<file path="src/core/stt_defs.svh">
`ifndef STT_DEFS_SVH
`define STT_DEFS_SVH

// register offsets
`define STT_CTRL_OFS 8'h10
`define STT_RELOAD_OFS 8'h14
`define STT_COUNT_OFS 8'h18
`define STT_CALIB_OFS 8'h1c
`define STT_PRIO_OFS 8'h20
// control and priority field positions
`define STT_EN_BIT 0
`define STT_IRQ_BIT 1
`define STT_SRC_BIT 2
`define STT_FLAG_BIT 16
`define STT_PRIO_LSB 30
// reset values
`define STT_CTRL_RST 3'h0
`define STT_PRIO_RST 2'h0
// calibration timing
`define STT_TEN_MS_NS 10000000
`define STT_CLK_NS 10
`endif

</file>
<file path="src/core/stt_pkg.sv">
package stt_pkg;
  typedef enum logic [1:0] {
    STT_IDLE = 2'h0,
    STT_RUN = 2'h1,
    STT_STOP = 2'h3
  } stt_mode_e;

  // register bus request bundle
  typedef struct packed {
    logic [7:0] addr;
    logic [31:0] wdata;
    logic wr;
    logic rd;
  } stt_req_s;

  typedef struct packed {
    stt_mode_e mode;
    logic [23:0] count;
    logic [23:0] reload;
    logic enable;
    logic irq_en;
    logic src_sel;
    logic flag;
    logic [1:0] prio;
    logic [31:0] rdata;
    logic pend;
    logic ref_s1;
    logic ref_s2;
    logic ref_s3;
  } stt_state_s;
endpackage

</file>
<file path="src/core/stt_timer.sv">
`timescale 1ns/1ps
`include "stt_defs.svh"
module stt_timer #(
  parameter int CNT_W = 24,
  parameter bit HAS_EXT_REF = 1'b1,
  parameter logic [23:0] CALIB_VALUE = 24'(`STT_TEN_MS_NS / `STT_CLK_NS - 1)
) (
  // clock and reset
  input wire logic clk_sys,
  input wire logic nrst,
  // register port
  input wire logic [7:0] addr,
  input wire logic [31:0] wdata,
  input wire logic wr,
  input wire logic rd,
  output logic [31:0] rdata,
  // system side
  input wire logic debug_halt,
  input wire logic ext_ref_clk,
  output logic tick_pend,
  output logic [1:0] tick_handler_priority
);

  stt_pkg::stt_req_s req;
  stt_pkg::stt_state_s st_reg;
  stt_pkg::stt_state_s st_next;
  logic tick;
  logic ctrl_hit;
  logic zero_hit;

  assign req = '{addr: addr, wdata: wdata, wr: wr, rd: rd};

  // address decode shared by read and write paths
  function automatic logic hit(input logic [7:0] a, input logic [7:0] ofs);
    return a == ofs;
  endfunction

  // reference edge: rising edge of synchronised external clock or every cycle
  always_comb begin
    if (st_reg.src_sel || !HAS_EXT_REF) begin
      tick = 1'b1;
    end else begin
      tick = st_reg.ref_s2 && !st_reg.ref_s3;
    end
  end

  assign ctrl_hit = hit(req.addr, `STT_CTRL_OFS);

  // next state
  always_comb begin
    st_next = st_reg;
    st_next.pend = 1'b0;
    zero_hit = 1'b0;
    // two-stage synchroniser, third stage for edge detect only
    st_next.ref_s1 = ext_ref_clk;
    st_next.ref_s2 = st_reg.ref_s1;
    st_next.ref_s3 = st_reg.ref_s2;

    // counting; frozen while halted in debug
    if (st_reg.enable && tick && !debug_halt) begin
      if (st_reg.count == '0) begin
        st_next.count = st_reg.reload;
        st_next.mode = (st_reg.reload == '0) ? stt_pkg::STT_STOP : stt_pkg::STT_RUN;
      end else begin
        st_next.count = st_reg.count - 24'h1;
        st_next.mode = stt_pkg::STT_RUN;
        if (st_reg.count == 24'h1) begin
          st_next.flag = 1'b1;
          zero_hit = 1'b1;
          st_next.pend = st_reg.irq_en;
        end
      end
    end

    // a control read clears the flag, but a fresh wrap in the same cycle wins
    if (req.rd && ctrl_hit && !zero_hit) begin
      st_next.flag = 1'b0;
    end

    // writes
    if (req.wr) begin
      case (1'b1)
        hit(req.addr, `STT_CTRL_OFS): begin
          st_next.enable = req.wdata[`STT_EN_BIT];
          st_next.irq_en = req.wdata[`STT_IRQ_BIT];
          st_next.src_sel = HAS_EXT_REF ? req.wdata[`STT_SRC_BIT] : 1'b1;
        end
        hit(req.addr, `STT_RELOAD_OFS): begin
          st_next.reload = req.wdata[23:0];
        end
        hit(req.addr, `STT_COUNT_OFS): begin
          // clear only; no exception raised by this path
          st_next.count = '0;
          st_next.flag = 1'b0;
          st_next.pend = 1'b0;
          st_next.mode = stt_pkg::STT_IDLE;
        end
        hit(req.addr, `STT_PRIO_OFS): begin
          st_next.prio = req.wdata[31:`STT_PRIO_LSB];
        end
        default: begin
        end
      endcase
    end

    // read data, one cycle later; unmapped reads zero
    st_next.rdata = 32'h0;
    if (req.rd) begin
      case (1'b1)
        ctrl_hit: begin
          st_next.rdata[`STT_FLAG_BIT] = st_reg.flag;
          st_next.rdata[`STT_SRC_BIT] = st_reg.src_sel;
          st_next.rdata[`STT_IRQ_BIT] = st_reg.irq_en;
          st_next.rdata[`STT_EN_BIT] = st_reg.enable;
        end
        hit(req.addr, `STT_RELOAD_OFS): st_next.rdata = {8'h0, st_reg.reload};
        hit(req.addr, `STT_COUNT_OFS): st_next.rdata = {8'h0, st_reg.count};
        hit(req.addr, `STT_CALIB_OFS): st_next.rdata = {8'h0, CALIB_VALUE};
        hit(req.addr, `STT_PRIO_OFS): st_next.rdata = {st_reg.prio, 30'h0};
        default: st_next.rdata = 32'h0;
      endcase
    end
  end

  // state register; count and reload start at zero, software reprograms them
  always_ff @(posedge clk_sys or negedge nrst) begin
    if (!nrst) begin
      st_reg <= '0;
      st_reg.src_sel <= !HAS_EXT_REF;
      st_reg.prio <= `STT_PRIO_RST;
    end else begin
      st_reg <= st_next;
    end
  end

  assign rdata = st_reg.rdata;
  assign tick_pend = st_reg.pend;
  assign tick_handler_priority = st_reg.prio;

  // checks; the helpers below feed only the assertions
  logic wr_count;
  logic any_hit;
  logic src_wbit;
  logic [1:0] ctrl_wdata;
  logic [1:0] prio_wdata;
  logic [23:0] reload_wdata;

  // slices taken once so that $past sees plain signals
  assign wr_count = wr && hit(addr, `STT_COUNT_OFS);
  assign any_hit = ctrl_hit || hit(addr, `STT_RELOAD_OFS) || hit(addr, `STT_COUNT_OFS) ||
    hit(addr, `STT_CALIB_OFS) || hit(addr, `STT_PRIO_OFS);
  assign src_wbit = wdata[`STT_SRC_BIT];
  assign ctrl_wdata = wdata[1:0];
  assign prio_wdata = wdata[31:30];
  assign reload_wdata = wdata[23:0];

  // a tick at zero reloads; a count write in that cycle wins instead
  wrap_reload_a: assert property (@(posedge clk_sys) disable iff (!nrst)
    st_reg.enable && tick && !debug_halt && st_reg.count == '0 && !wr_count
    |=> st_reg.count == $past(st_reg.reload))
    else $error("no reload after zero");

  // count write also lands on zero, but clears the flag, so it is excluded
  flag_set_a: assert property (@(posedge clk_sys) disable iff (!nrst)
    $rose(st_reg.count == '0) && !$past(wr) |-> st_reg.flag)
    else $error("flag missing on zero");

  // wrap in the read cycle excluded: set beats clear
  flag_clear_a: assert property (@(posedge clk_sys) disable iff (!nrst)
    rd && ctrl_hit && !(st_reg.count == 24'h1 && st_reg.enable) |=> !st_reg.flag)
    else $error("flag not cleared by read");

  // count write clears count and flag together
  count_write_a: assert property (@(posedge clk_sys) disable iff (!nrst)
    wr_count |=> st_reg.count == '0 && !st_reg.flag)
    else $error("count write");

  // forcing zero by software must never look like a wrap to the exception side
  no_pend_a: assert property (@(posedge clk_sys) disable iff (!nrst)
    wr_count |=> !tick_pend)
    else $error("pend on count write");

  // read returns the count as it stood in the access cycle
  count_read_a: assert property (@(posedge clk_sys) disable iff (!nrst)
    rd && hit(addr, `STT_COUNT_OFS) |=> rdata == {8'h0, $past(st_reg.count)})
    else $error("bad count read");

  // debug halt freezes the count; only a count write moves it
  halt_hold_a: assert property (@(posedge clk_sys) disable iff (!nrst)
    debug_halt && !wr |=> $stable(st_reg.count))
    else $error("count moved in halt");

  // a pend only follows a 1 to 0 step with interrupts enabled
  pend_zero_a: assert property (@(posedge clk_sys) disable iff (!nrst)
    tick_pend |-> $past(st_reg.irq_en) && st_reg.count == $past(st_reg.count) - 24'h1 && st_reg.count == '0)
    else $error("pend without wrap");

  // calibration is a constant of the build
  calib_a: assert property (@(posedge clk_sys) disable iff (!nrst)
    rd && hit(addr, `STT_CALIB_OFS) |=> rdata == {8'h0, CALIB_VALUE})
    else $error("bad calibration");

  // read data must be zero outside the answer cycle, so the bus can or-combine slaves
  rdata_idle_a: assert property (@(posedge clk_sys) disable iff (!nrst)
    !rd |=> rdata == 32'h0)
    else $error("read data outside answer");

  // control read shows every field in place
  ctrl_read_a: assert property (@(posedge clk_sys) disable iff (!nrst)
    rd && ctrl_hit |=> rdata[`STT_FLAG_BIT] == $past(st_reg.flag) &&
    rdata[2:0] == {$past(st_reg.src_sel), $past(st_reg.irq_en), $past(st_reg.enable)})
    else $error("bad control read");

  // reserved control bits read zero
  ctrl_rsvd_a: assert property (@(posedge clk_sys) disable iff (!nrst)
    rd && ctrl_hit |=> rdata[31:17] == 15'h0 && rdata[15:3] == 13'h0)
    else $error("control reserved bits set");

  // reload reads back as written, upper byte zero
  reload_read_a: assert property (@(posedge clk_sys) disable iff (!nrst)
    rd && hit(addr, `STT_RELOAD_OFS) |=> rdata == {8'h0, $past(st_reg.reload)})
    else $error("bad reload read");

  // all 24-bit registers keep their top byte clear
  upper_zero_a: assert property (@(posedge clk_sys) disable iff (!nrst)
    rd && (hit(addr, `STT_COUNT_OFS) || hit(addr, `STT_RELOAD_OFS) || hit(addr, `STT_CALIB_OFS))
    |=> rdata[31:24] == 8'h0)
    else $error("upper byte not zero");

  // priority field sits in the top two bits only
  prio_read_a: assert property (@(posedge clk_sys) disable iff (!nrst)
    rd && hit(addr, `STT_PRIO_OFS) |=> rdata == {$past(st_reg.prio), 30'h0})
    else $error("bad priority read");

  // priority pins follow a write one cycle later
  prio_write_a: assert property (@(posedge clk_sys) disable iff (!nrst)
    wr && hit(addr, `STT_PRIO_OFS) |=> tick_handler_priority == $past(prio_wdata))
    else $error("priority not written");

  // priority stands until written again
  prio_hold_a: assert property (@(posedge clk_sys) disable iff (!nrst)
    !(wr && hit(addr, `STT_PRIO_OFS)) |=> $stable(tick_handler_priority))
    else $error("priority changed unasked");

  // reload takes only the low 24 bits of a write
  reload_write_a: assert property (@(posedge clk_sys) disable iff (!nrst)
    wr && hit(addr, `STT_RELOAD_OFS) |=> st_reg.reload == $past(reload_wdata))
    else $error("reload not written");

  // reload never moves on its own
  reload_hold_a: assert property (@(posedge clk_sys) disable iff (!nrst)
    !(wr && hit(addr, `STT_RELOAD_OFS)) |=> $stable(st_reg.reload))
    else $error("reload changed unasked");

  // enable and interrupt enable bits follow a control write
  ctrl_write_a: assert property (@(posedge clk_sys) disable iff (!nrst)
    wr && ctrl_hit |=> {st_reg.irq_en, st_reg.enable} == $past(ctrl_wdata))
    else $error("control not written");

  // without an external reference the source bit is pinned to one
  src_write_a: assert property (@(posedge clk_sys) disable iff (!nrst)
    wr && ctrl_hit |=> st_reg.src_sel == (HAS_EXT_REF ? $past(src_wbit) : 1'b1))
    else $error("source bit wrong");

  // a disabled counter stands still
  disabled_hold_a: assert property (@(posedge clk_sys) disable iff (!nrst)
    !st_reg.enable && !wr_count |=> $stable(st_reg.count))
    else $error("count moved while disabled");

  // one step down per tick away from zero
  decrement_a: assert property (@(posedge clk_sys) disable iff (!nrst)
    st_reg.enable && tick && !debug_halt && st_reg.count != '0 && !wr_count
    |=> st_reg.count == $past(st_reg.count) - 24'h1)
    else $error("no decrement on tick");

  // no reference edge, no count
  no_tick_hold_a: assert property (@(posedge clk_sys) disable iff (!nrst)
    !tick && !wr_count |=> $stable(st_reg.count))
    else $error("count moved without tick");

  // zero reload parks the counter whatever the enable bit says
  park_hold_a: assert property (@(posedge clk_sys) disable iff (!nrst)
    st_reg.count == '0 && st_reg.reload == '0 |=> st_reg.count == '0)
    else $error("count left park");

  // parking is visible in the mode
  park_mode_a: assert property (@(posedge clk_sys) disable iff (!nrst)
    st_reg.enable && tick && !debug_halt && st_reg.count == '0 && st_reg.reload == '0 && !wr_count
    |=> st_reg.mode == stt_pkg::STT_STOP)
    else $error("park mode missing");

  // the flag only rises on a 1 to 0 step
  flag_origin_a: assert property (@(posedge clk_sys) disable iff (!nrst)
    $rose(st_reg.flag) |-> $past(st_reg.count) == 24'h1 && st_reg.count == '0)
    else $error("flag rose without wrap");

  // sticky: only a control read or count write drops it
  flag_sticky_a: assert property (@(posedge clk_sys) disable iff (!nrst)
    st_reg.flag && !(rd && ctrl_hit) && !wr_count |=> st_reg.flag)
    else $error("flag dropped unasked");

  // pend is a single-cycle request, even with reload of one
  pend_pulse_a: assert property (@(posedge clk_sys) disable iff (!nrst)
    tick_pend |=> !tick_pend)
    else $error("pend longer than a cycle");

  // interrupt enable off means no request at all
  irq_off_a: assert property (@(posedge clk_sys) disable iff (!nrst)
    !st_reg.irq_en |=> !tick_pend)
    else $error("pend with irq disabled");

  // every wrap with interrupts on raises the request, unless a count write lands in the same cycle
  pend_on_wrap_a: assert property (@(posedge clk_sys) disable iff (!nrst)
    zero_hit && st_reg.irq_en && !wr_count |=> tick_pend)
    else $error("wrap without pend");

  // every wrap sets the flag, even against a control read, but not against a count write in the same cycle
  flag_on_wrap_a: assert property (@(posedge clk_sys) disable iff (!nrst)
    zero_hit && !wr_count |=> st_reg.flag)
    else $error("wrap without flag");

  // a frozen counter cannot wrap
  halt_no_pend_a: assert property (@(posedge clk_sys) disable iff (!nrst)
    debug_halt |=> !tick_pend)
    else $error("pend during halt");

  // second synchroniser stage lags the pin by exactly two edges
  sync_chain_a: assert property (@(posedge clk_sys) disable iff (!nrst)
    st_reg.ref_s2 == $past(ext_ref_clk, 2))
    else $error("synchroniser lag wrong");

  // after a count write the next tick loads the reload value
  clear_reload_a: assert property (@(posedge clk_sys) disable iff (!nrst)
    wr_count ##1 (st_reg.enable && tick && !debug_halt && !wr_count)
    |=> st_reg.count == $past(st_reg.reload))
    else $error("no reload after count write");

  // writes to unmapped offsets touch nothing
  unmapped_write_a: assert property (@(posedge clk_sys) disable iff (!nrst)
    wr && !any_hit |=> $stable(st_reg.reload) && $stable(tick_handler_priority) &&
    st_reg.irq_en == $past(st_reg.irq_en))
    else $error("unmapped write had effect");

  // main scenarios
  c_wrap: cover property (@(posedge clk_sys) disable iff (!nrst) tick_pend);
  c_stop: cover property (@(posedge clk_sys) disable iff (!nrst) st_reg.mode == stt_pkg::STT_STOP);
  c_halt: cover property (@(posedge clk_sys) disable iff (!nrst) debug_halt && st_reg.enable);
  c_read_clear: cover property (@(posedge clk_sys) disable iff (!nrst) rd && ctrl_hit && st_reg.flag);
  c_ext_tick: cover property (@(posedge clk_sys) disable iff (!nrst) !st_reg.src_sel && tick && st_reg.enable);
endmodule

</file>
<file path="config.mk">
export PLATFORM = sky130hd
export DESIGN_NAME = stt_timer
export DESIGN_NICKNAME = d
export VERILOG_FILES = /design/src/core/stt_pkg.sv /design/src/core/stt_timer.sv
export VERILOG_INCLUDE_DIRS = /design/src /design/src/core
export SDC_FILE = /design/constraint.sdc
export NUM_CORES = 1
export LEC_CHECK = 0
export ABC_AREA = 1
export BUFFER_PORTS_ARGS = -buffer_cell sky130_fd_sc_hd__buf_2
export CAP_MARGIN = 5
export CELL_PAD_IN_SITES_DETAIL_PLACEMENT = 1
export CELL_PAD_IN_SITES_GLOBAL_PLACEMENT = 2
export CORE_MARGIN = 2
export CORE_UTILIZATION = 33
export CTS_CLUSTER_SIZE = 28
export DETAILED_ROUTE_END_ITERATION = 6
export PLACE_DENSITY = 0.89
export SKIP_LAST_GASP = 1
export SLEW_MARGIN = 10
export SYNTH_ARGS = -nofsm -noshare
export SYNTH_HDL_FRONTEND = slang
export SYNTH_SLANG_ARGS = --single-unit
</file>
<file path="constraint.sdc">
create_clock -name clk_sys -period 2.4 [get_ports clk_sys]
set_clock_uncertainty 0.2 [all_clocks]
set_input_delay 0.72 -clock clk_sys [delete_from_list [all_inputs] [get_ports clk_sys]]
set_output_delay 0.72 -clock clk_sys [all_outputs]
set_load 0.01 [all_outputs]
</file>
Yosys cells after proc, flatten, opt, wreduce, memory -nomap -nowiden
Index checks and enable logic that the tools add are counted.

Word-level logic and storage cells: 86. Bits in registers: 92. Bits of input ports: 46. Output and inout bits: 35.

Bitwise logic cells: 3. Equal/unequal tests: 6. Reduce and logical (&&, ||, !) cells: 13. Add/sub/neg operators: 1. Mux-type cells: 50.

Operator list (count): $mux 26 (5); $mux 15 (5); $mux 56 (1); $logic_not 24->1 (2); $mux 24 (2); $mux 13 (3); $eq 8x5->1 const B (4); $mux 32 (1); $eq 24x1->1 const B (1); $sub 24x1->24 const B (1); $mux 1 (22); $mux 3 (5); $mux 12 (1); $mux 2 (5); $eq 8x6->1 const B (1); $logic_and 1x1->1 (5); $reduce_and 5->1 (1); $logic_not 1->1 (3); $not 1->1 (3); $reduce_and 3->1 (1); $reduce_and 2->1 (1).

Logic depth before layout (Yosys ltp)
Gate-level depths: netlist of the first run.

Word-level depth: 13. Gate-level depth with buffers: 11. Gate-level depth less buffers: 10.

Worst setup path after synthesis of the first run
Ideal clock, no wire load.

Path type: input -> register. Start: input addr[5]. End: register st_reg[45] (netlist bit). Required time: 2.075 ns. Path buffers: 1. Cell stages on the path: 8. Path slack: 0.347 ns. Data arrival time: 1.728 ns. Cells stage by stage: inv_2 > nand2_1 > nor2_4 > nand3_4 > inv_2 > nand2_4 > buf_6 > mux2_4.

Cells in the longest elaborated chain, start to end: 3. Elaborated cells between the ends (all ways): 4. Those cells by class: eq/ne (2); bitwise (1); reduce/logical (1).

RTL lines: start: declaration (RTL line stt_timer.sv:12) `input wire logic [7:0] addr,`; $eq 8x5->1 (RTL line stt_timer.sv:35) `return a == ofs;`; $not 1->1 (no line); $reduce_and 3->1 (no line) *; end signal: assignment (RTL line stt_timer.sv:132) `st_reg <= st_next;`; end: declaration (RTL line stt_timer.sv:25) `stt_pkg::stt_state_s st_reg;`.

Mark *: on every way between the ends. The rest lies on a longest branch, timed or not. A chain may end at the register's enable or synchronous reset.

==> results of run 1 <==
[cells in the mapped netlist (2+ instances only)]
master	instances	area (um2)
inv_1	45	169
nand4_1	8	50.1
nand3_4	2	35.0
buf_2	6	30.0
o21ai_0	27	135
buf_6	2	22.5
dfrtp_1	84	2100
o211ai_1	8	60.1
nand2_4	2	22.5
buf_4	35	263
mux2_2	4	45.0
nor2_2	7	43.8
inv_2	3	11.3
o21ai_1	7	35.0
o21bai_1	8	60.1
nand2_1	98	368
nor2_4	3	33.8
xnor2_1	2	17.5
nor3b_1	2	15.0
ha_1	2	25.0
nor2_1	75	282
a22oi_1	6	45.0
a21oi_1	47	235
nand3b_1	3	22.5
clkbuf_1	8	30.0
xor2_1	8	70.1
nand3_1	24	120
mux2_4	10	150
[logic make-up (layout without fill, tap and decap cells)]
family                   after synthesis  after routing  share of synthesized area (%)
AO/OA/AOI/OAI                        107            107                           13.0
XOR/XNOR                              10             10                           1.90
adder cells (fa/ha/maj)                2              2                          0.543
buffers and inverters                101            152                           11.6
flip-flops                            84             84                           45.6
multiplexers                          14             14                           4.24
other                                  1              6                         0.0814
AND/OR/NAND/NOR                      230            230                           22.9
[layout by cell type, fill, tap and decap left out, types with 2 or more instances in the layout]
master	count
nand2_1	98
dfrtp_1	84
nor2_1	75
buf_2	67
a21oi_1	47
inv_1	45
o21ai_0	27
nand3_1	24
buf_4	17
mux2_4	10
clkbuf_16	9
nand4_1	8
o21bai_1	8
xor2_1	8
o211ai_1	8
nor2_2	7
o21ai_1	7
a22oi_1	6
conb_1	6
mux2_2	4
nor2_4	3
inv_2	3
nand3b_1	3
buf_12	3
nand2_4	2
nand3_4	2
xnor2_1	2
nor3b_1	2
ha_1	2
clkinvlp_4	2
[final cells by class]
class | instances | area [um2] | share of cell area [%]
timing repair buffer | 87 | 523 | 9.83
clock buffer | 11 | 243 | 4.56
multi-input combinational | 369 | 1990 | 37.3
inverter | 50 | 190 | 3.57
tap | 180 | 225 | 4.23
sequential | 84 | 2100 | 39.5
clock inverter | 4 | 50.0 | 0.941
[power breakdown]
group          internal, mW  leakage [nW]  switching (mW)
Sequential             1.50          1.08           0.122
Combinational         0.165          1.47           0.249
Clock                 0.827         0.138           0.556
Total                  2.49          2.68           0.926
[routing by layer]
layer / vias up / track usage, %
met2: 66 / 32.3
met5: - / 0
li1: 1851 / -
met4: 0 / 5.96
met3: 19 / 3.51
met1: 1940 / 21.8
[critical path: cells and delay by family, from the launching register on]
family	cells	cell delay (ns)
flip-flops	1	0.41
adder cells (fa/ha/maj)	1	0.23
buffers and inverters	2	0.34
AND/OR/NAND/NOR	5	0.64
AO/OA/AOI/OAI	1	0.07
[worst min path at each step]
stage / slack [ns] / endpoint
after global placement: 0.13 / st_next[0]$_DFF_PN0_
after floorplan: 0.13 / st_next[0]$_DFF_PN0_
after global routing: 0.13 / rdata[7]$_DFF_PN0_
after CTS: 0.12 / st_reg[50]$_DFFE_PN0P_
final: 0.11 / st_reg[50]$_DFFE_PN0P_
after detailed placement: 0.14 / st_next[0]$_DFF_PN0_
[per-stage QoR]
stage	hold WS (ns)	total power, mW
after floorplan	0.131	1.89
after global placement	0.133	2.04
after detailed placement	0.143	2.07
after CTS	0.124	3.46
after global routing	0.133	3.59
final	0.114	3.42
==> metrics.cfg, run 1 <==
[timing]
tns_ns=0
clock.fmax_mhz=497
rsz0062_at_grt=false
finalSetupViolCount=0
slew_viol_final=0
layout_min_cycle_time_ns=2.01
period_share_pct=83.8
hold_viol=0
fin_ws_ns=0.389

[detailed_routing]
detail-route-antenna-nets=0
via_per_inst=4.94
drc=0
wl_met1_mm=5.51
num_vias=3876
drtIter0Drc=149
routed-wl-met2_mm=6.64
dr_wl_met3_um=329
highest_layer=met4
drt_pass1_iterations=4
wl_mm=12.7
wire_per_inst_um=16.2

[setup_path]
crit_start=st_reg[66]$_DFF_PN0_
cp_slowest_stage_delay_ns=0.41
slowest_stage=dfrtp_1
crit_end=st_reg[77]$_DFF_PN0_
cp.required_ns=2.43
worstSetupEndpointType=flip-flop
crit_type=reg2reg
ff2ff_path_depth=9
worst-path-max-fanout=17
r2r_start=st_reg[66]$_DFF_PN0_
r2r_slack_ns=0.39
arrival_ns=2.04
setup.worst_path.start_class=flip-flop
crit_chain=inv_1 > ha_1 > nand2_4 > nor2_8 > nand3_4 > inv_4 > nand2_1 > nand3_1 > a21oi_1
rr_endpoint=st_reg[77]$_DFF_PN0_

[floorplan]
rows=43
dieArea_um2=14900
die_w_um=122
core_um2=13800
start_util_pct=33.4
die_y_um=122
io_pins=81

[global_route]
grt_pass1_wl_mm=20.6
antenna_found_initial=0
grt_max_degree=40
overflow=0
grt_usage_pct=18.1
grt_pass1_vias=4065

[run]
maxCapViolCount=0

[final_layout]
largest_reg_flops=53
nNetsFinal=649
diodes=0
drive_gt1_share_pct=22.8
area_delta_synth_final_pct=15.5
design_area_um2=5320
nFillCells=1692
instances_no_fill=785
postLayoutCoreUtil_pct=38.6

[yosys]
syn_avg_cell_area_um2=8.39
synth_edf_count=0
synth_cell_types=41
ys_ff_latch=84
synth_ff_type=dfrtp_1
ys_warn_count=0
synth_async_sr_flop_share_pct=100
ys_seq_area_share_pct=45.6
netlist_area_um2=4610
netlist_instances=549

[cts]
cts_tree=done
clk_path_buf_depth=2
post_cts_buffers=0
cts-resized-gates=0
clock-root-buffer=clkbuf_16
cts_buffers=9
cts.sinks=84
clk_pin_slew_ns=0.06
htree_num_levels=3
clk_latency_ns=0.35
postCtsHoldBufs=0

[status]
status=complete, no violations

[placement]
dp.cells=770
gp_congestion=0.871
port_buffers=68
pre_cts_ws_ns=0.0334
dp_hpwl_mm=9.40
placedInstanceArea_um2=5030

[pwr]
p_leak_nw=2.68
ir_drop_uv=332
p_per_area_nw_per_um2=643

[hold_path]
holdCritPathClass=in2async

Power figures use the tool's default switching activity.
==> run 2: changes to the inputs <==
--- a/config.mk
+++ b/config.mk
@@ -12,10 +12,10 @@
 export CELL_PAD_IN_SITES_DETAIL_PLACEMENT = 1
 export CELL_PAD_IN_SITES_GLOBAL_PLACEMENT = 2
 export CORE_MARGIN = 2
-export CORE_UTILIZATION = 33
+export CORE_UTILIZATION = 30
 export CTS_CLUSTER_SIZE = 28
 export DETAILED_ROUTE_END_ITERATION = 6
-export PLACE_DENSITY = 0.89
+export PLACE_DENSITY = 0.86
 export SKIP_LAST_GASP = 1
 export SLEW_MARGIN = 10
 export SYNTH_ARGS = -nofsm -noshare
==> constraint.sdc (replaced) <==
create_clock -name clk_sys -period 1.72 [get_ports clk_sys]
set_clock_uncertainty 0.2 [all_clocks]
set_input_delay 0.516 -clock clk_sys [delete_from_list [all_inputs] [get_ports clk_sys]]
set_output_delay 0.516 -clock clk_sys [all_outputs]
set_load 0.01 [all_outputs]
==> run 2 against run 1 <==
  * The flow now finishes with violations (negative setup slack)
  * Design area increased by 19%
  * Critical endpoint is now st_reg[66]$_DFF_PN0_
  * Global-route usage increased by 1.2 points
  * Power increased by 56%
  * Clock-buffer cell count unchanged
  * Sequential share of layout area decreased by 6.2 points
  * Fmax increased by 11%
  * Clock power increased by 45%
  * Routed wire length increased by 19%
==> metrics.cfg, run 2 (synthesis gave the netlist of run 1 again) <==
[status]
status=complete, but fails checks  ; was complete, no violations
violations=negative setup slack

[final_layout]
seq_area_um2=2110  ; was 2100 um2
nFillCells=1814  ; was 1692
area_delta_synth_final_pct=37.5  ; was 15.5%
nNetsFinal=730  ; was 649
instances_no_fill=875  ; was 785
multi_input_area_um2=2230  ; was 1990 um2
drive_gt1_share_pct=40.3  ; was 22.8%
design_area_um2=6330  ; was 5320 um2
mostFrequentLayoutCells=nand2_1 (87), buf_4 (87), dfrtp_1 (80), buf_2 (67), nor2_1 (54)  ; was nand2_1 (98), dfrtp_1 (84), nor2_1 (75), buf_2 (67), a21oi_1 (47)
largest_reg_flops=53  ; unchanged
diodes=0  ; unchanged

[hold_path]
holdCritPathClass=in2reg  ; was in2async
hold-path-cell-count=1
worst_hold_path.endpoint=st_next[1]$_DFF_PN0_
min_from=ext_ref_clk

[detailed_routing]
drc=0  ; unchanged
drt_pass1_iterations=4  ; unchanged
wire_per_inst_um=17.3  ; was 16.2 um
via_per_inst=4.85  ; was 4.94
drtIter0Drc=195  ; was 149
num_vias=4247  ; was 3876
wl_mm=15.2  ; was 12.7 mm
detail-route-antenna-nets=0  ; unchanged

[setup_path]
worstSetupEndpointType=flip-flop  ; unchanged
r2r_slack_ns=-0.09  ; was 0.39 ns
arrival_ns=1.90  ; was 2.04 ns
crit_type=reg2reg  ; unchanged
worst-path-max-fanout=6  ; was 17
ff2ff_path_depth=9  ; unchanged
rr_endpoint=st_reg[66]$_DFF_PN0_  ; was st_reg[77]$_DFF_PN0_
cp.required_ns=1.81  ; was 2.43 ns
r2r_start=st_reg[68]$_DFF_PN0_  ; was st_reg[66]$_DFF_PN0_
setup.worst_path.start_class=flip-flop  ; unchanged

[pwr]
ir_drop_uv=515  ; was 332 uV
comb_power_share_pct=20.7  ; was 12.1%
p_int_mw=3.79  ; was 2.49 mW
p_seq_share_pct=41.9  ; was 47.5%
p_per_area_nw_per_um2=844  ; was 643 nW/um2
p_clk_share_pct=37.4  ; was 40.4%
p_switching_mw=1.55  ; was 0.926 mW
p_leak_nw=3.18  ; was 2.68 nW
switching_share_pct=29.0  ; was 27.1%

[global_route]
grt_pass1_wl_mm=24.1  ; was 20.6 mm
grt_pass1_vias=4620  ; was 4065
antenna_found_initial=0  ; unchanged
overflow=0  ; unchanged
grt_max_degree=31  ; was 40
grt_usage_pct=19.3  ; was 18.1%

[cts]
clock-root-buffer=clkbuf_16  ; unchanged
htree_num_levels=3  ; unchanged
clk_latency_ns=0.36  ; was 0.35 ns
cts_tree=done  ; unchanged
cts.sinks=84  ; unchanged
clk_pin_slew_ns=0.06  ; about the same
clk_path_buf_depth=2  ; unchanged
cts_buffers=9  ; unchanged

[timing]
hold_viol=0  ; unchanged
slew_viol_final=0  ; unchanged
finalSetupViolCount=18  ; was 0
fin_ws_ns=-0.0897  ; was 0.389 ns
whs_ns=0.0686  ; was 0.114 ns
rsz0062_at_grt=true  ; was false
clock.fmax_mhz=553  ; was 497 MHz
period_share_pct=105  ; was 83.8%
layout_min_cycle_time_ns=1.81  ; was 2.01 ns

[placement]
gp_congestion=0.894  ; was 0.871
dp.cells=845  ; was 770
port_buffers=68  ; unchanged
dp_hpwl_mm=11.0  ; was 9.40 mm
placedInstanceArea_um2=5650  ; was 5030 um2

[run]
maxCapViolCount=0  ; unchanged

[floorplan]
core_um2=15100  ; was 13800 um2
rows=45  ; was 43
die_w_um=128  ; was 122 um
start_util_pct=30.5  ; was 33.4%
io_pins=81  ; unchanged
die_y_um=128  ; was 122 um
dieArea_um2=16400  ; was 14900 um2

run 2: repair_timing:
action,4_1_cts,5_1_grt
setup endpoints to repair,26,26
gates cloned,0,1
hold buffers,1,0
gates resized for setup,34,40
endpoints found under the hold margin,63,0
buffers inserted,6,6
pin swaps,7,20
run 2: through the flow:
step / setup TNS (ns) / total power [mW] / setup slack (ns) / utilization [%]
2_1_floorplan: -0.827 / 2.65 / -0.0827 / -
3_3_place_gp: -13.32 / 3.11 / -0.240 / 37.5
3_5_place_dp: -17.57 / 3.16 / -0.296 / 37.5
4_1_cts: -0.0999 / 5.28 / -0.0236 / 40.6
5_1_grt: -2.56 / 5.59 / -0.183 / 42.0
6_report: -0.602 / 5.34 / -0.0897 / 42.0
run 2: per-layer routing:
metal | share of wire [%] | track usage [%] | routed length (um)
met5 | 0 | 0 | 0
met4 | 1.9 | 8.08 | 287
met3 | 3.7 | 3.55 | 565
met2 | 51 | 33.1 | 7770
met1 | 43 | 23.8 | 6560
run 2: worst max-delay path by stage:
| stage | to | from | slack, ns |
|---|---|---|---|
| global placement | rdata[14]$_DFF_PN0_ | addr[7] | -0.24 |
| detailed placement | st_reg[87]$_DFF_PN0_ | addr[7] | -0.30 |
| CTS | st_reg[89]$_DFF_PN0_ | st_reg[66]$_DFF_PN0_ | -0.02 |
| finish | st_reg[66]$_DFF_PN0_ | st_reg[68]$_DFF_PN0_ | -0.09 |
| global route | st_reg[66]$_DFF_PN0_ | st_reg[68]$_DFF_PN0_ | -0.18 |
| floorplan | st_reg[45]$_DFFE_PN0P_ | addr[7] | -0.08 |
run 2: layout make-up:
class | instances | share of cell area [%]
clock inverters | 5 | 0.929
inverters | 50 | 3.54
multi-input cells | 369 | 35.2
well taps | 188 | 3.71
clock buffers | 11 | 3.83
flip-flops and latches | 84 | 33.3
repair buffers | 168 | 19.5
run 2: power by group through the flow:
| stage | sequential (mW) | clock (mW) | combinational [mW] |
|---|---|---|---|
| finish | 2.24 | 2.00 | 1.11 |
| global placement | 2.23 | 0 | 0.877 |
| detailed placement | 2.24 | 0 | 0.922 |
| floorplan | 2.24 | 0 | 0.411 |
| global route | 2.25 | 2.13 | 1.21 |
| CTS | 2.23 | 2.04 | 1.01 |
run 2: worst max-delay path: stages, from the launching register on:
cell and delay [ns]:
dfrtp_1 0.42, buf_6 0.14, nor2_4 0.14, nand2_4 0.09
nor2_8 0.10, nand3_4 0.15, clkbuf_16 0.21, o211ai_1 0.17
nand2_1 0.08, inv_1 0.06
==> run 3: changes to the inputs <==
--- a/config.mk
+++ b/config.mk
@@ -9,15 +9,16 @@
 export ABC_AREA = 1
 export BUFFER_PORTS_ARGS = -buffer_cell sky130_fd_sc_hd__buf_2
 export CAP_MARGIN = 5
-export CELL_PAD_IN_SITES_DETAIL_PLACEMENT = 1
+export CELL_PAD_IN_SITES_DETAIL_PLACEMENT = 2
 export CELL_PAD_IN_SITES_GLOBAL_PLACEMENT = 2
 export CORE_MARGIN = 2
 export CORE_UTILIZATION = 30
 export CTS_CLUSTER_SIZE = 28
 export DETAILED_ROUTE_END_ITERATION = 6
+export GPL_ROUTABILITY_DRIVEN = 0
 export PLACE_DENSITY = 0.86
 export SKIP_LAST_GASP = 1
-export SLEW_MARGIN = 10
+export SLEW_MARGIN = 20
 export SYNTH_ARGS = -nofsm -noshare
 export SYNTH_HDL_FRONTEND = slang
 export SYNTH_SLANG_ARGS = --single-unit
==> run 3 against run 2 <==
  * The flow still finishes with violations (negative setup slack)
  * Global-route usage is 8.9 points higher
  * Fmax shrank 13%
  * Sequential power up 2%
  * Flip-flop and latch count unchanged
  * Register-to-register slack worse by 0.28 ns
  * Power increased by 7.0%
  * Design area grew 8.1%
  * Clock power increased by 2%
  * Largest cell class unchanged
  * Highest routed layer is now met5
==> metrics.cfg, run 3 (synthesis gave the netlist of run 1 again) <==
[status]
status=complete, but fails checks  ; unchanged
violations=negative setup slack  ; unchanged

[detailed_routing]
detail-route-antenna-nets=0  ; unchanged
wire_per_inst_um=29.1  ; was 17.3 um
wl_mm=25.8  ; was 15.2 mm
drt_pass1_iterations=7  ; was 4
drtIter0Drc=294  ; was 195
via_per_inst=5.53  ; was 4.85
drc=0  ; unchanged
num_vias=4886  ; was 4247

[setup_path]
cp.required_ns=1.77  ; was 1.81 ns
r2r_slack_ns=-0.37  ; was -0.09 ns
crit_type=reg2reg  ; unchanged
worst-path-max-fanout=4  ; was 6
rr_endpoint=st_reg[75]$_DFF_PN0_  ; was st_reg[66]$_DFF_PN0_
cpMostUsedCell=nand2_2
arrival_ns=2.14  ; was 1.90 ns
setup.worst_path.start_class=flip-flop  ; unchanged
worstSetupEndpointType=flip-flop  ; unchanged
crit_chain=nor2_1 > inv_1 > nor2_4 > nand3_1 > nand2_1 > nand2_2 > nand2_4 > nand3_2 > nand2_2 > inv_2  ; was buf_6 > nor2_4 > nand2_4 > nor2_8 > nand3_4 > clkbuf_16 > o211ai_1 > nand2_1 > inv_1
slowest_stage=dfrtp_2  ; was dfrtp_1
cp_slowest_stage_delay_ns=0.47  ; was 0.42 ns
ff2ff_path_depth=10  ; was 9
r2r_start=st_reg[70]$_DFF_PN0_  ; was st_reg[68]$_DFF_PN0_

[hold_path]
holdCritPathClass=in2reg  ; unchanged
hold-path-cell-count=1  ; unchanged
min_from=ext_ref_clk  ; unchanged
worst_hold_path.endpoint=st_next[1]$_DFF_PN0_  ; unchanged

[pwr]
switching_share_pct=32.4  ; was 29.0%
ir_drop_uv=617  ; was 515 uV
p_clk_share_pct=35.7  ; was 37.4%
p_seq_share_pct=39.8  ; was 41.9%
p_int_mw=3.87  ; was 3.79 mW
p_switching_mw=1.85  ; was 1.55 mW
comb_power_share_pct=24.5  ; was 20.7%
power.total_mw=5.72  ; was 5.34 mW
p_per_area_nw_per_um2=835  ; was 844 nW/um2
p_leak_nw=3.33  ; was 3.18 nW

[floorplan]
die_y_um=128  ; unchanged
io_pins=81  ; unchanged
core_um2=15100  ; unchanged
start_util_pct=30.5  ; unchanged
dieArea_um2=16400  ; unchanged
rows=45  ; unchanged
die_w_um=128  ; unchanged

[timing]
layout_min_cycle_time_ns=2.09  ; was 1.81 ns
hold_viol=0  ; unchanged
period_share_pct=121  ; was 105%
slew_viol_final=0  ; unchanged
fin_ws_ns=-0.366  ; was -0.0897 ns
rsz0062_at_grt=true  ; unchanged
clock.fmax_mhz=479  ; was 553 MHz
finalSetupViolCount=30  ; was 18
whs_ns=0.0718  ; was 0.0686 ns

[global_route]
grt_pass1_vias=5430  ; was 4620
antenna_found_initial=1  ; was 0
grt_pass1_wl_mm=33.7  ; was 24.1 mm
grt_max_degree=31  ; unchanged
overflow=0  ; unchanged
grt_usage_pct=28.2  ; was 19.3%

[cts]
cts_tree=done  ; unchanged
clk_path_buf_depth=2  ; unchanged
clk_latency_ns=0.37  ; was 0.36 ns
cts_buffers=9  ; unchanged
cts.sinks=84  ; unchanged
htree_num_levels=3  ; unchanged
clock-root-buffer=clkbuf_16  ; unchanged
clk_pin_slew_ns=0.07  ; was 0.06 ns

[placement]
pre_cts_ws_ns=-0.433  ; was -0.296 ns
dp_hpwl_mm=13.6  ; was 11.0 mm
dp.cells=838  ; was 845
port_buffers=68  ; unchanged

[final_layout]
diodes=0  ; unchanged
instances_no_fill=884  ; was 875
postLayoutCoreUtil_pct=45.4  ; was 42.0%
mostFrequentLayoutCells=buf_4 (87), nand2_1 (75), dfrtp_1 (72), buf_2 (66), nor2_1 (48)  ; was nand2_1 (87), buf_4 (87), dfrtp_1 (80), buf_2 (67), nor2_1 (54)
drive_gt1_share_pct=50.9  ; was 40.3%
nNetsFinal=739  ; was 730
area_delta_synth_final_pct=48.6  ; was 37.5%
final_common_cell=buf_4
largest_reg_flops=53  ; unchanged

[run]
maxCapViolCount=0  ; unchanged

-- run 3: changes by cell type in the layout (fill, tap and decap cells not counted), moves of 8 or more --
cell	previous run	this run
dfrtp_2	4	12
a21oi_1	40	29
a21oi_2	7	17
nand3_1	21	9
nand2_1	87	75
dfrtp_1	80	72
-- run 3: per-layer routing --
layer | part of all wire (%) | wire length [um] | track usage [%]
met4 | 6.5 | 1680 | 18.2
met1 | 39 | 9960 | 31.7
met2 | 50 | 13000 | 49.6
met3 | 4.4 | 1140 | 4.38
met5 | 0.050 | 13 | 0
-- run 3: how the worst max path moves through the flow --
stage / end / start / slack (ns) / cells after the start
floorplan: st_reg[45]$_DFFE_PN0P_ / addr[7] / -0.08 / 8
CTS: st_reg[89]$_DFF_PN0_ / st_reg[67]$_DFF_PN0_ / -0.18 / 10
detailed placement: rdata[3]$_DFF_PN0_ / addr[7] / -0.43 / 9
global placement: rdata[14]$_DFF_PN0_ / addr[7] / -0.26 / 9
global route: st_reg[75]$_DFF_PN0_ / st_reg[69]$_DFF_PN0_ / -0.40 / 10
finish: st_reg[75]$_DFF_PN0_ / st_reg[70]$_DFF_PN0_ / -0.37 / 10
-- run 3: through the flow --
| step | instance area, um2 | TNS, ns |
|---|---|---|
| after floorplan | 4680 | -0.827 |
| after global placement | 5590 | -14.16 |
| after detailed placement | 5590 | -20.93 |
| after CTS | 6410 | -3.14 |
| after global routing | 6850 | -8.13 |
| final | 6850 | -6.08 |
-- run 3: power groups by stage --
stage	Combinational [mW]	Clock (mW)	Sequential, mW
2_1_floorplan	0.411	0	2.24
6_report	1.40	2.04	2.28
3_3_place_gp	0.826	0	2.24
4_1_cts	1.11	2.06	2.24
5_1_grt	1.46	2.13	2.28
3_5_place_dp	0.940	0	2.25
-- run 3: critical path: cells and delay by family (launching register included) --
kind / cells / cell delay [ns]
buffers and inverters: 2 / 0.20
flip-flops: 1 / 0.47
AND/OR/NAND/NOR: 8 / 1.09
-- run 3: repair_timing --
| item | 4_1_cts | 5_1_grt |
|---|---|---|
| buffers inserted | 17 | 13 |
| endpoints found under the hold margin | 62 | 0 |
| resized for setup | 78 | 105 |
| cloned | 2 | 2 |
| setup endpoints to repair | 29 | 49 |
| pin swaps | 25 | 39 |
| hold buffers | 1 | 0 |
-- run 3: cell type report --
type	instances	area, um2
clock buffers	12	256
repair buffers	177	1370
clock inverters	4	47.5
fillers	1600	8240
flip-flops and latches	84	2120
well taps	188	235
multi-input cells	369	2600
inverters	50	223
